===== src/verilog/rpsc_pkg.sv =====
// shared constants and types for the reset pin strap capture block
package rpsc_pkg;
   // register byte addresses on the apb
   localparam logic [31:0] ADDR_CAP_LOW  = 32'h4000_0000;
   localparam logic [31:0] ADDR_CAP_HIGH = 32'h4000_0004;
   localparam logic [31:0] ADDR_STATUS   = 32'h4000_0008;
   localparam logic [31:0] ADDR_CTRL     = 32'h4000_000c;

   // fixed hardware boot vector: internal rom base
   localparam logic [31:0] ROM_BOOT_ADDR = 32'h0000_0000;

   // capture word width and field positions
   localparam int          CAP_W         = 8;
   localparam int          CAPL_S0_DIN   = 7;
   localparam int          CAPL_S0_CLK   = 5;
   localparam int          CAPH_HOST_CS  = 5;

   // status register field positions
   localparam int          STAT_HCFG_LSB = 0;
   localparam int          STAT_MODE_LSB = 4;
   localparam int          STAT_DONE_BIT = 8;
   localparam int          STAT_HOFF_BIT = 9;

   // control register field position and value after reset
   localparam int          CTRL_HOFF_BIT = 0;
   localparam logic        CTRL_HOFF_RST = 1'b0;

   // strap codes on serial0 data-in, data-out, clock with host select high
   localparam logic [2:0]  STRAP_PFLASH  = 3'b010;
   localparam logic [2:0]  STRAP_SPI_MST = 3'b001;
   localparam logic [2:0]  STRAP_SPI_SLV = 3'b011;
   localparam logic [2:0]  STRAP_I2C_MST = 3'b101;
   localparam logic [2:0]  STRAP_I2C_SLV = 3'b111;

   // boot source as decoded from the captured straps
   typedef enum logic [2:0] {
      BOOT_HOST,
      BOOT_PFLASH,
      BOOT_SPI_MASTER,
      BOOT_SPI_SLAVE,
      BOOT_I2C_MASTER,
      BOOT_I2C_SLAVE,
      BOOT_INVALID
   } rpsc_boot_e;
endpackage : rpsc_pkg


===== src/verilog/rpsc_capture_word.sv =====
// one word of strap capture flops with a one-cycle strap delay
`timescale 1ns/1ps
module rpsc_capture_word #(
   parameter int W = 8
) (
   input  wire logic         clk_sys,     // system clock
   input  wire logic         captureNow,  // one-cycle capture strobe
   input  wire logic         clearNow,    // held while external reset is low
   input  wire logic [W-1:0] strapIn,     // live strap pin levels
   output logic      [W-1:0] strapDly,    // straps one cycle old
   output logic      [W-1:0] captured     // held capture value
);
   typedef struct packed {
      logic [W-1:0] dly;
      logic [W-1:0] cap;
   } rpsc_cell_s;

   rpsc_cell_s st;
   rpsc_cell_s nxt;

   // the delayed copy holds the level from while reset was still low,
   // before pins can turn into outputs on the release edge
   always_comb
   begin
      nxt     = st;
      nxt.dly = strapIn;
      if (captureNow)
      begin
         nxt.cap = st.dly;
      end
      else if (clearNow)
      begin
         nxt.cap = '0;
      end
   end

   // no system reset here: only the external pin may disturb the capture
   always_ff @(posedge clk_sys)
   begin
      st <= nxt;
   end

   assign strapDly = st.dly;
   assign captured = st.cap;
endmodule : rpsc_capture_word


===== src/verilog/rpsc_strap_capture.sv =====
// reset pin strap capture with apb register access and boot decode
// Notes on behaviour
// - execution always starts from internal rom at address zero after reset
// - rom loader picks its boot mode by reading both capture registers
// - only external reset recaptures; emulator or timer resets leave captures alone
// - each bit latches its pin on the external reset rising edge, holds
// - low word bits 7..3: serial0 data-in, data-out, clock, select, enable
// - low word bits 2..0: serial1 data-in, data-out, clock
// - high word bits 7..5: serial1 select, serial1 enable, host chip select
// - high word bits 4..0: host d0, mem d16, tx fsync, rx fsync, serializer0
// - bits 31..8 reserved; software writes zeros there
// - host select low copies serial0 pins into host port config bits
// - serial boot offers spi and i2c, each as master or slave
//
// The APB interface to the registers is this design's own decision.
`timescale 1ns/1ps
module rpsc_strap_capture (
   input  wire logic        clk_sys,             // 125 MHz system clock
   input  wire logic        resetn,              // any device reset, sync
   input  wire logic        extResetN,           // external reset pin level
   input  wire logic        serial0DataInPin,    // strap
   input  wire logic        serial0DataOutPin,   // strap
   input  wire logic        serial0ClockPin,     // strap
   input  wire logic        serial0SelectPin,    // strap
   input  wire logic        serial0EnablePin,    // strap
   input  wire logic        serial1DataInPin,    // strap
   input  wire logic        serial1DataOutPin,   // strap
   input  wire logic        serial1ClockPin,     // strap
   input  wire logic        serial1SelectPin,    // strap
   input  wire logic        serial1EnablePin,    // strap
   input  wire logic        hostPortChipSelectN, // strap, host select
   input  wire logic        hostDataBit0Pin,     // strap
   input  wire logic        extMemData16Pin,     // strap
   input  wire logic        audio0TxFrameSync,   // strap
   input  wire logic        audio0RxFrameSync,   // strap
   input  wire logic        audio0Serializer0Pin,// strap
   input  wire logic        psel,                // apb select
   input  wire logic        penable,             // apb access phase
   input  wire logic        pwrite,              // apb direction
   input  wire logic [31:0] paddr,               // apb byte address
   input  wire logic [31:0] pwdata,              // apb write data
   output logic      [31:0] prdata,              // apb read data
   output logic             pready,              // apb ready
   output logic             pslverr,             // apb error
   output logic      [31:0] bootVector,          // first fetch address
   output logic             bootStart,           // fetch start pulse
   output logic             romBootActive,       // loader still owns boot
   output logic      [2:0]  bootModeOut,         // decoded boot source
   output logic             hostByteAddressSel,  // host port config
   output logic             hostFullWidthSel,    // host port config
   output logic             hostNonmuxedSel,     // host port config
   output logic             captureValid         // straps captured
);
   typedef struct packed {
      logic                  extPinPrev;
      logic                  resetPrev;
      logic                  bootStart;
      logic [31:0]           bootAddr;
      logic [2:0]            hostCfg;
      logic                  capDone;
      logic                  handoff;
      rpsc_pkg::rpsc_boot_e  bootMode;
      logic [31:0]           rdata;
      logic                  slvErr;
   } rpsc_state_s;

   rpsc_state_s st;
   rpsc_state_s nxt;

   logic [rpsc_pkg::CAP_W-1:0] strapLow;
   logic [rpsc_pkg::CAP_W-1:0] strapHigh;
   logic [rpsc_pkg::CAP_W-1:0] dlyLow;
   logic [rpsc_pkg::CAP_W-1:0] dlyHigh;
   logic [rpsc_pkg::CAP_W-1:0] capLow;
   logic [rpsc_pkg::CAP_W-1:0] capHigh;
   logic                       pinRise;
   logic                       setupRd;
   logic                       accessWr;
   logic                       addrHit;
   logic [31:0]                readMux;

   // strap pin order inside each capture word
   assign strapLow  = {serial0DataInPin, serial0DataOutPin,
                       serial0ClockPin, serial0SelectPin,
                       serial0EnablePin,
                       serial1DataInPin, serial1DataOutPin,
                       serial1ClockPin};
   assign strapHigh = {serial1SelectPin, serial1EnablePin,
                       hostPortChipSelectN,
                       hostDataBit0Pin, extMemData16Pin,
                       audio0TxFrameSync, audio0RxFrameSync,
                       audio0Serializer0Pin};

   // release edge of the external pin; resetn alone never fires it
   assign pinRise = extResetN && !st.extPinPrev;

   // capture words, one cell each
   rpsc_capture_word #(
      .W          (rpsc_pkg::CAP_W)
   ) u_capLow (
      .clk_sys    (clk_sys),
      .captureNow (pinRise),
      .clearNow   (!extResetN),
      .strapIn    (strapLow),
      .strapDly   (dlyLow),
      .captured   (capLow)
   );

   rpsc_capture_word #(
      .W          (rpsc_pkg::CAP_W)
   ) u_capHigh (
      .clk_sys    (clk_sys),
      .captureNow (pinRise),
      .clearNow   (!extResetN),
      .strapIn    (strapHigh),
      .strapDly   (dlyHigh),
      .captured   (capHigh)
   );

   // boot source decode from captured straps; unused codes are illegal
   function automatic rpsc_pkg::rpsc_boot_e decodeMode(
      input logic       hostSelN,
      input logic [2:0] code
   );
      rpsc_pkg::rpsc_boot_e m;
      m = rpsc_pkg::BOOT_INVALID;
      if (!hostSelN)
      begin
         m = rpsc_pkg::BOOT_HOST;
      end
      else
      begin
         unique case (code)
            rpsc_pkg::STRAP_PFLASH:  m = rpsc_pkg::BOOT_PFLASH;
            rpsc_pkg::STRAP_SPI_MST: m = rpsc_pkg::BOOT_SPI_MASTER;
            rpsc_pkg::STRAP_SPI_SLV: m = rpsc_pkg::BOOT_SPI_SLAVE;
            rpsc_pkg::STRAP_I2C_MST: m = rpsc_pkg::BOOT_I2C_MASTER;
            rpsc_pkg::STRAP_I2C_SLV: m = rpsc_pkg::BOOT_I2C_SLAVE;
            default:                 m = rpsc_pkg::BOOT_INVALID;
         endcase
      end
      return m;
   endfunction : decodeMode

   // apb phase qualifiers; the slave never stretches the access
   assign setupRd  = psel && !penable && !pwrite;
   assign accessWr = psel && penable && pwrite;
   assign addrHit  = (paddr == rpsc_pkg::ADDR_CAP_LOW)  ||
                     (paddr == rpsc_pkg::ADDR_CAP_HIGH) ||
                     (paddr == rpsc_pkg::ADDR_STATUS)   ||
                     (paddr == rpsc_pkg::ADDR_CTRL);

   // read mux; reserved upper bits return zero
   always_comb
   begin
      readMux = 32'h0000_0000;
      if (paddr == rpsc_pkg::ADDR_CAP_LOW)
      begin
         readMux[rpsc_pkg::CAP_W-1:0] = capLow;
      end
      else if (paddr == rpsc_pkg::ADDR_CAP_HIGH)
      begin
         readMux[rpsc_pkg::CAP_W-1:0] = capHigh;
      end
      else if (paddr == rpsc_pkg::ADDR_STATUS)
      begin
         readMux[rpsc_pkg::STAT_HCFG_LSB +: 3] = st.hostCfg;
         readMux[rpsc_pkg::STAT_MODE_LSB +: 3] = st.bootMode;
         readMux[rpsc_pkg::STAT_DONE_BIT]      = st.capDone;
         readMux[rpsc_pkg::STAT_HOFF_BIT]      = st.handoff;
      end
      else if (paddr == rpsc_pkg::ADDR_CTRL)
      begin
         readMux[rpsc_pkg::CTRL_HOFF_BIT] = st.handoff;
      end
   end

   // next state; resetn is folded in here as a synchronous reset
   always_comb
   begin
      nxt            = st;
      nxt.extPinPrev = extResetN;
      nxt.resetPrev  = resetn;
      nxt.bootStart  = resetn && !st.resetPrev;
      // decode runs every cycle so the loader sees the live captures
      nxt.bootMode   = decodeMode(capHigh[rpsc_pkg::CAPH_HOST_CS],
                                  capLow[rpsc_pkg::CAPL_S0_DIN:
                                         rpsc_pkg::CAPL_S0_CLK]);
      // host config follows the capture edge, not the system reset
      if (pinRise)
      begin
         nxt.capDone = 1'b1;
         if (!dlyHigh[rpsc_pkg::CAPH_HOST_CS])
         begin
            nxt.hostCfg = dlyLow[rpsc_pkg::CAPL_S0_DIN:
                                 rpsc_pkg::CAPL_S0_CLK];
         end
         else
         begin
            nxt.hostCfg = 3'h0;
         end
      end
      else if (!extResetN)
      begin
         nxt.capDone = 1'b0;
         nxt.hostCfg = 3'h0;
      end
      // read data and error are set up in the setup cycle
      if (psel && !penable)
      begin
         nxt.slvErr = !addrHit;
         nxt.rdata  = setupRd ? readMux : 32'h0000_0000;
      end
      // only control is writable; capture and status writes drop
      if (accessWr && (paddr == rpsc_pkg::ADDR_CTRL))
      begin
         nxt.handoff = pwdata[rpsc_pkg::CTRL_HOFF_BIT];
      end
      // emulator and timer resets land here and leave captures intact
      if (!resetn)
      begin
         nxt.resetPrev = 1'b0;
         nxt.bootStart = 1'b0;
         nxt.bootAddr  = rpsc_pkg::ROM_BOOT_ADDR;
         nxt.handoff   = rpsc_pkg::CTRL_HOFF_RST;
         nxt.rdata     = 32'h0000_0000;
         nxt.slvErr    = 1'b0;
      end
   end

   // single state register
   always_ff @(posedge clk_sys)
   begin
      st <= nxt;
   end

   // outputs
   assign prdata             = st.rdata;
   assign pready             = 1'b1;
   assign pslverr            = st.slvErr;
   assign bootVector         = st.bootAddr;
   assign bootStart          = st.bootStart;
   assign romBootActive      = !st.handoff;
   assign bootModeOut        = st.bootMode;
   assign hostByteAddressSel = st.hostCfg[2];
   assign hostFullWidthSel   = st.hostCfg[1];
   assign hostNonmuxedSel    = st.hostCfg[0];
   assign captureValid       = st.capDone;

   // boot always begins at the rom base one cycle after release
   property p_boot_vector;
      @(posedge clk_sys) disable iff (!resetn)
      $rose(resetn) |=> bootStart && (bootVector == 32'h0000_0000)
                        ##1 !bootStart;
   endproperty
   a_boot_vector: assert property (p_boot_vector)
      else $error("boot does not start at rom base");

   // software reads of the low capture word return the captured bits
   property p_read_low;
      @(posedge clk_sys) disable iff (!resetn)
      (setupRd && paddr == rpsc_pkg::ADDR_CAP_LOW) |=>
         prdata == {24'h000000, $past(capLow)};
   endproperty
   a_read_low: assert property (p_read_low)
      else $error("low capture read data wrong");

   // with the pin high and no rise, captures never move
   property p_hold;
      @(posedge clk_sys) disable iff (!extResetN)
      (extResetN && !pinRise) |=> $stable(capLow) && $stable(capHigh);
   endproperty
   a_hold: assert property (p_hold)
      else $error("capture changed without external reset");

   // serial0 straps land in low bits 7..3
   property p_map_s0;
      @(posedge clk_sys) disable iff (!extResetN)
      pinRise |=> capLow[7:3] == {$past(serial0DataInPin, 2),
                                  $past(serial0DataOutPin, 2),
                                  $past(serial0ClockPin, 2),
                                  $past(serial0SelectPin, 2),
                                  $past(serial0EnablePin, 2)};
   endproperty
   a_map_s0: assert property (p_map_s0)
      else $error("serial0 capture mapping wrong");

   // serial1 data and clock straps land in low bits 2..0
   property p_map_s1;
      @(posedge clk_sys) disable iff (!extResetN)
      pinRise |=> capLow[2:0] == {$past(serial1DataInPin, 2),
                                  $past(serial1DataOutPin, 2),
                                  $past(serial1ClockPin, 2)};
   endproperty
   a_map_s1: assert property (p_map_s1)
      else $error("serial1 capture mapping wrong");

   // high word upper three bits
   property p_map_hi_top;
      @(posedge clk_sys) disable iff (!extResetN)
      pinRise |=> capHigh[7:5] == {$past(serial1SelectPin, 2),
                                   $past(serial1EnablePin, 2),
                                   $past(hostPortChipSelectN, 2)};
   endproperty
   a_map_hi_top: assert property (p_map_hi_top)
      else $error("high capture top bits wrong");

   // high word lower five bits
   property p_map_hi_low;
      @(posedge clk_sys) disable iff (!extResetN)
      pinRise |=> capHigh[4:0] == {$past(hostDataBit0Pin, 2),
                                   $past(extMemData16Pin, 2),
                                   $past(audio0TxFrameSync, 2),
                                   $past(audio0RxFrameSync, 2),
                                   $past(audio0Serializer0Pin, 2)};
   endproperty
   a_map_hi_low: assert property (p_map_hi_low)
      else $error("high capture low bits wrong");

   // capture reads never show anything above bit 7
   property p_reserved;
      @(posedge clk_sys) disable iff (!resetn)
      (setupRd && (paddr == rpsc_pkg::ADDR_CAP_LOW ||
                   paddr == rpsc_pkg::ADDR_CAP_HIGH)) |=>
         prdata[31:8] == 24'h000000;
   endproperty
   a_reserved: assert property (p_reserved)
      else $error("reserved capture bits not zero");

   // host select low copies serial0 levels into the host config
   property p_host_cfg;
      @(posedge clk_sys) disable iff (!extResetN)
      (pinRise && !dlyHigh[rpsc_pkg::CAPH_HOST_CS]) |=>
         {hostByteAddressSel, hostFullWidthSel, hostNonmuxedSel}
            == capLow[7:5] && captureValid;
   endproperty
   a_host_cfg: assert property (p_host_cfg)
      else $error("host config not copied from straps");

   // straps for spi master decode to that mode one cycle later
   property p_mode_spi;
      @(posedge clk_sys) disable iff (!resetn)
      (capHigh[rpsc_pkg::CAPH_HOST_CS] && capLow[7:5] == 3'b001) |=>
         bootModeOut == rpsc_pkg::BOOT_SPI_MASTER;
   endproperty
   a_mode_spi: assert property (p_mode_spi)
      else $error("spi master strap decoded wrongly");

   // a write to the low capture word leaves it unchanged
   property p_write_drop;
      @(posedge clk_sys) disable iff (!resetn)
      (accessWr && extResetN && !pinRise &&
       paddr == rpsc_pkg::ADDR_CAP_LOW) |=> $stable(capLow) ##1 $stable(capLow);
   endproperty
   a_write_drop: assert property (p_write_drop)
      else $error("capture changed after write");

   // unmapped addresses answer with an error in the access phase
   property p_unmapped;
      @(posedge clk_sys) disable iff (!resetn)
      (psel && !penable && !addrHit) |=> pslverr && pready;
   endproperty
   a_unmapped: assert property (p_unmapped)
      else $error("unmapped access not flagged");
endmodule : rpsc_strap_capture

===== config.mk =====
export PLATFORM = sky130hd
export DESIGN_NAME = rpsc_strap_capture
export DESIGN_NICKNAME = d
export VERILOG_FILES = /design/src/verilog/rpsc_pkg.sv /design/src/verilog/rpsc_capture_word.sv /design/src/verilog/rpsc_strap_capture.sv
export SDC_FILE = /design/constraint.sdc
export NUM_CORES = 1
export LEC_CHECK = 0
export BUFFER_PORTS_ARGS = -buffer_cell sky130_fd_sc_hd__buf_2
export CAP_MARGIN = 20
export CORE_MARGIN = 4
export CORE_UTILIZATION = 40
export DETAILED_ROUTE_END_ITERATION = 8
export GPL_TIMING_DRIVEN = 0
export PLACE_DENSITY = 0.76
export REMOVE_ABC_BUFFERS = 1
export SLEW_MARGIN = 15
export SYNTH_ARGS = -nofsm -noshare
export SYNTH_HDL_FRONTEND = slang
export SYNTH_SLANG_ARGS = --single-unit

===== constraint.sdc =====
create_clock -name clk_sys -period 4.7 [get_ports clk_sys]
set_clock_uncertainty 0.05 [all_clocks]
set_input_delay 0.47 -clock clk_sys [delete_from_list [all_inputs] [get_ports clk_sys]]
set_output_delay 0.47 -clock clk_sys [all_outputs]
set_load 0.005 [all_outputs]

==> results_dict.tcl <==
set metrics [dict create \
    avgRoutedWirePerCell_um 11.7 \
    worstHoldPathCells 1 \
    drive_gt1_frac 0.286 \
    clkLatencyLatePin_ps 300 \
    leakagePower_nw 1.26 \
    postCtsSetupRepairBufs 0 \
    die_h_um 87.2 \
    multi_input_area_um2 871 \
    cts-resized-gates 0 \
    rsz0062_at_grt "no" \
    min_period_over_period 0.405 \
    seqCellArea_um2 1270 \
    totalWireLength_mm 4.31 \
    grt_pass1_vias 1378 \
    grt_util_all_layers 0.107 \
    synth-edff-count 19 \
    synth_flop_cell "dfxtp_1" \
    root_buffer "clkbuf_8" \
    cts.sinks 54 \
    layout.nets 379 \
    worstMarginPinSlew_ps 819 \
    status "finished clean" \
    drc_errors 0 \
    yosys.cell_types.count 31 \
    dieArea_um2 7600 \
    htree_levels 2 \
    fin_cells 369 \
    grt_pass1_wl_mm 6.20 \
    setup_viol 0 \
    drv_slew 0 \
    critical_path_class "in -> reg" \
    dp_hpwl_mm 3.42 \
    place_inst 361 \
    yosys.area.top_type_share 0.279 \
    ant_nets 0 \
    vias_per_cell 4.16 \
    worst_setup_path_end_kind "flop" \
    yosysSeqAreaShare 0.507 \
    crit_arrival_ps 2100 \
    grt.overflow.total 0 \
    portBuffers 74 \
    clk_pin_slew_ps 90 \
    hold_violations 0 \
    yosysWarnings 0 \
    cts_tree "built" \
    start_kind "input pin" \
    std_cell_rows 28 \
    synth_seq_cells 54 \
    worstPathRequired_ps 4890 \
    syn_inst 235 \
    synthToLayoutAreaGrowth_pct 8.38 \
    min_path_type "in -> reg" \
    ys_async_sr_fraction 0 \
    synth_most_common_cell "buf_4" \
    numCtsBuffers 5 \
    final_area_um2 2720 \
    first_pass_iters 4 \
    fin_tns_setup_ps 0 \
    fill_cells 601 \
    clockBufferDepth 2 \
    detailroute.via_count 1535 \
    synthTopCellsByCount "68 x buf_4, 35 x dfxtp_1, 21 x and2_1" \
    cts_hold_buf 0 \
    max-vdd-ir-drop_uv 218 \
    place.gp.congestion 0.711 \
    fin_crit_ps 1910 \
    grt_start_max_net_pins 20 \
    dpl-instance-area_um2 2620 \
    synth_top_cell_by_area "dfxtp_1" \
    antenna_cells 0 \
    worstPathMaxFanout 12 \
    rr_worst_depth 3 \
    synth_area_leaders "dfxtp_1 28%, edfxtp_1 23%, buf_4 20%, and2_1 5.2%, mux2i_1 3.2%" \
    start_util 0.419 \
    core-area_um2 5990 \
    dr.first_iter.drc_count 23 \
    syn_avg_cell_area_um2 10.7 \
    drv_cap 0 \
    io_pins 161 \
    antenna_found_initial 0 \
    p_per_area_nw_per_um2 318 \
    syn_area_um2 2510 \
    fmax_mhz 525 \
    die_x_um 87.2 \
    timing.slew.headroom 0.453 \
]
-- area by class of cell --
class | count | share of cell area
sequential | 54 | 0.468
clock inverter | 2 | 0.00645
inverter | 3 | 0.00414
timing repair buffer | 74 | 0.136
tap | 75 | 0.0345
multi-input combinational | 155 | 0.320
clock buffer | 6 | 0.0304
-- cells by family after synthesis --
kind of cell | synth area share
flops | 0.507
mux | 0.0409
compound gates | 0.0639
simple gates | 0.160
buf+inv | 0.225
other cells | 0.00300
-- flip-flops by register name, indices dropped and copies added (netlist names) --
signal / count
bootModeOut: 3
bootStart: 1
captureValid: 1
hostByteAddressSel: 1
hostFullWidthSel: 1
hostNonmuxedSel: 1
prdata: 10
pslverr: 1
st: 3
u_capHigh.captured: 8
u_capHigh.strapDly: 8
u_capLow.captured: 8
u_capLow.strapDly: 8
-- power breakdown --
part / switching (mW) / internal [mW] / leakage [nW]
clock: 0.146 / 0.121 / 0.0514
sequential: 0.00954 / 0.509 / 0.495
combinational: 0.0410 / 0.0365 / 0.715
-- cells in the final DEF, fill, tap and decap left out, types with 2 or more instances in the layout --
| cell | count |
|---|---|
| buf_2 | 74 |
| conb_1 | 55 |
| dfxtp_1 | 35 |
| and2_1 | 21 |
| nand2_1 | 19 |
| edfxtp_1 | 19 |
| mux2i_1 | 8 |
| nor2b_1 | 7 |
| nor4_1 | 7 |
| clkbuf_8 | 6 |
| a21boi_1 | 5 |
| a2bb2oi_1 | 5 |
| o41ai_1 | 5 |
| or3_1 | 4 |
| inv_1 | 3 |
| nor2_1 | 3 |
| a21oi_1 | 2 |
| nand4_1 | 2 |
| or4_1 | 2 |
| clkinv_4 | 2 |
-- worst max-delay path, cell delays in order --
cell      delay, ps
buf_2            90
nor4b_1         300
nand4_1         440
or4b_1          640
a21boi_1        150
-- through the flow --
step / setup slack, ps / utilization / hold WS (ps) / power (mW)
3_3_place_gp: 2530 / 0.437 / 320 / 0.605
4_1_cts: 2790 / 0.454 / 192 / 0.877
5_1_grt: 2630 / 0.454 / 182 / 0.911
2_1_floorplan: 2840 / - / 317 / 0.566
3_5_place_dp: 2470 / 0.437 / 330 / 0.607
6_report: 2790 / 0.454 / 209 / 0.864
-- worst paths after layout --
path	start	to	slack [ps]
min	audio0TxFrameSync	u_capHigh.strapDly[2]	210
max reg2reg	st[75]	hostFullWidthSel	3130
min reg2reg	st[74]	bootStart	340
max	paddr[29]	prdata[0]	2790
-- metal layers --
metal  vias up  part of all wire  wire [µm]  GRT usage
met5         -                 0          0          0
met4         0             0.018         79     0.0614
met3         7              0.15        631     0.0426
met2        79              0.49       2110      0.192
met1       661              0.34       1480      0.103
li1        788                 -          -          -
Power figures use the tool's default switching activity.
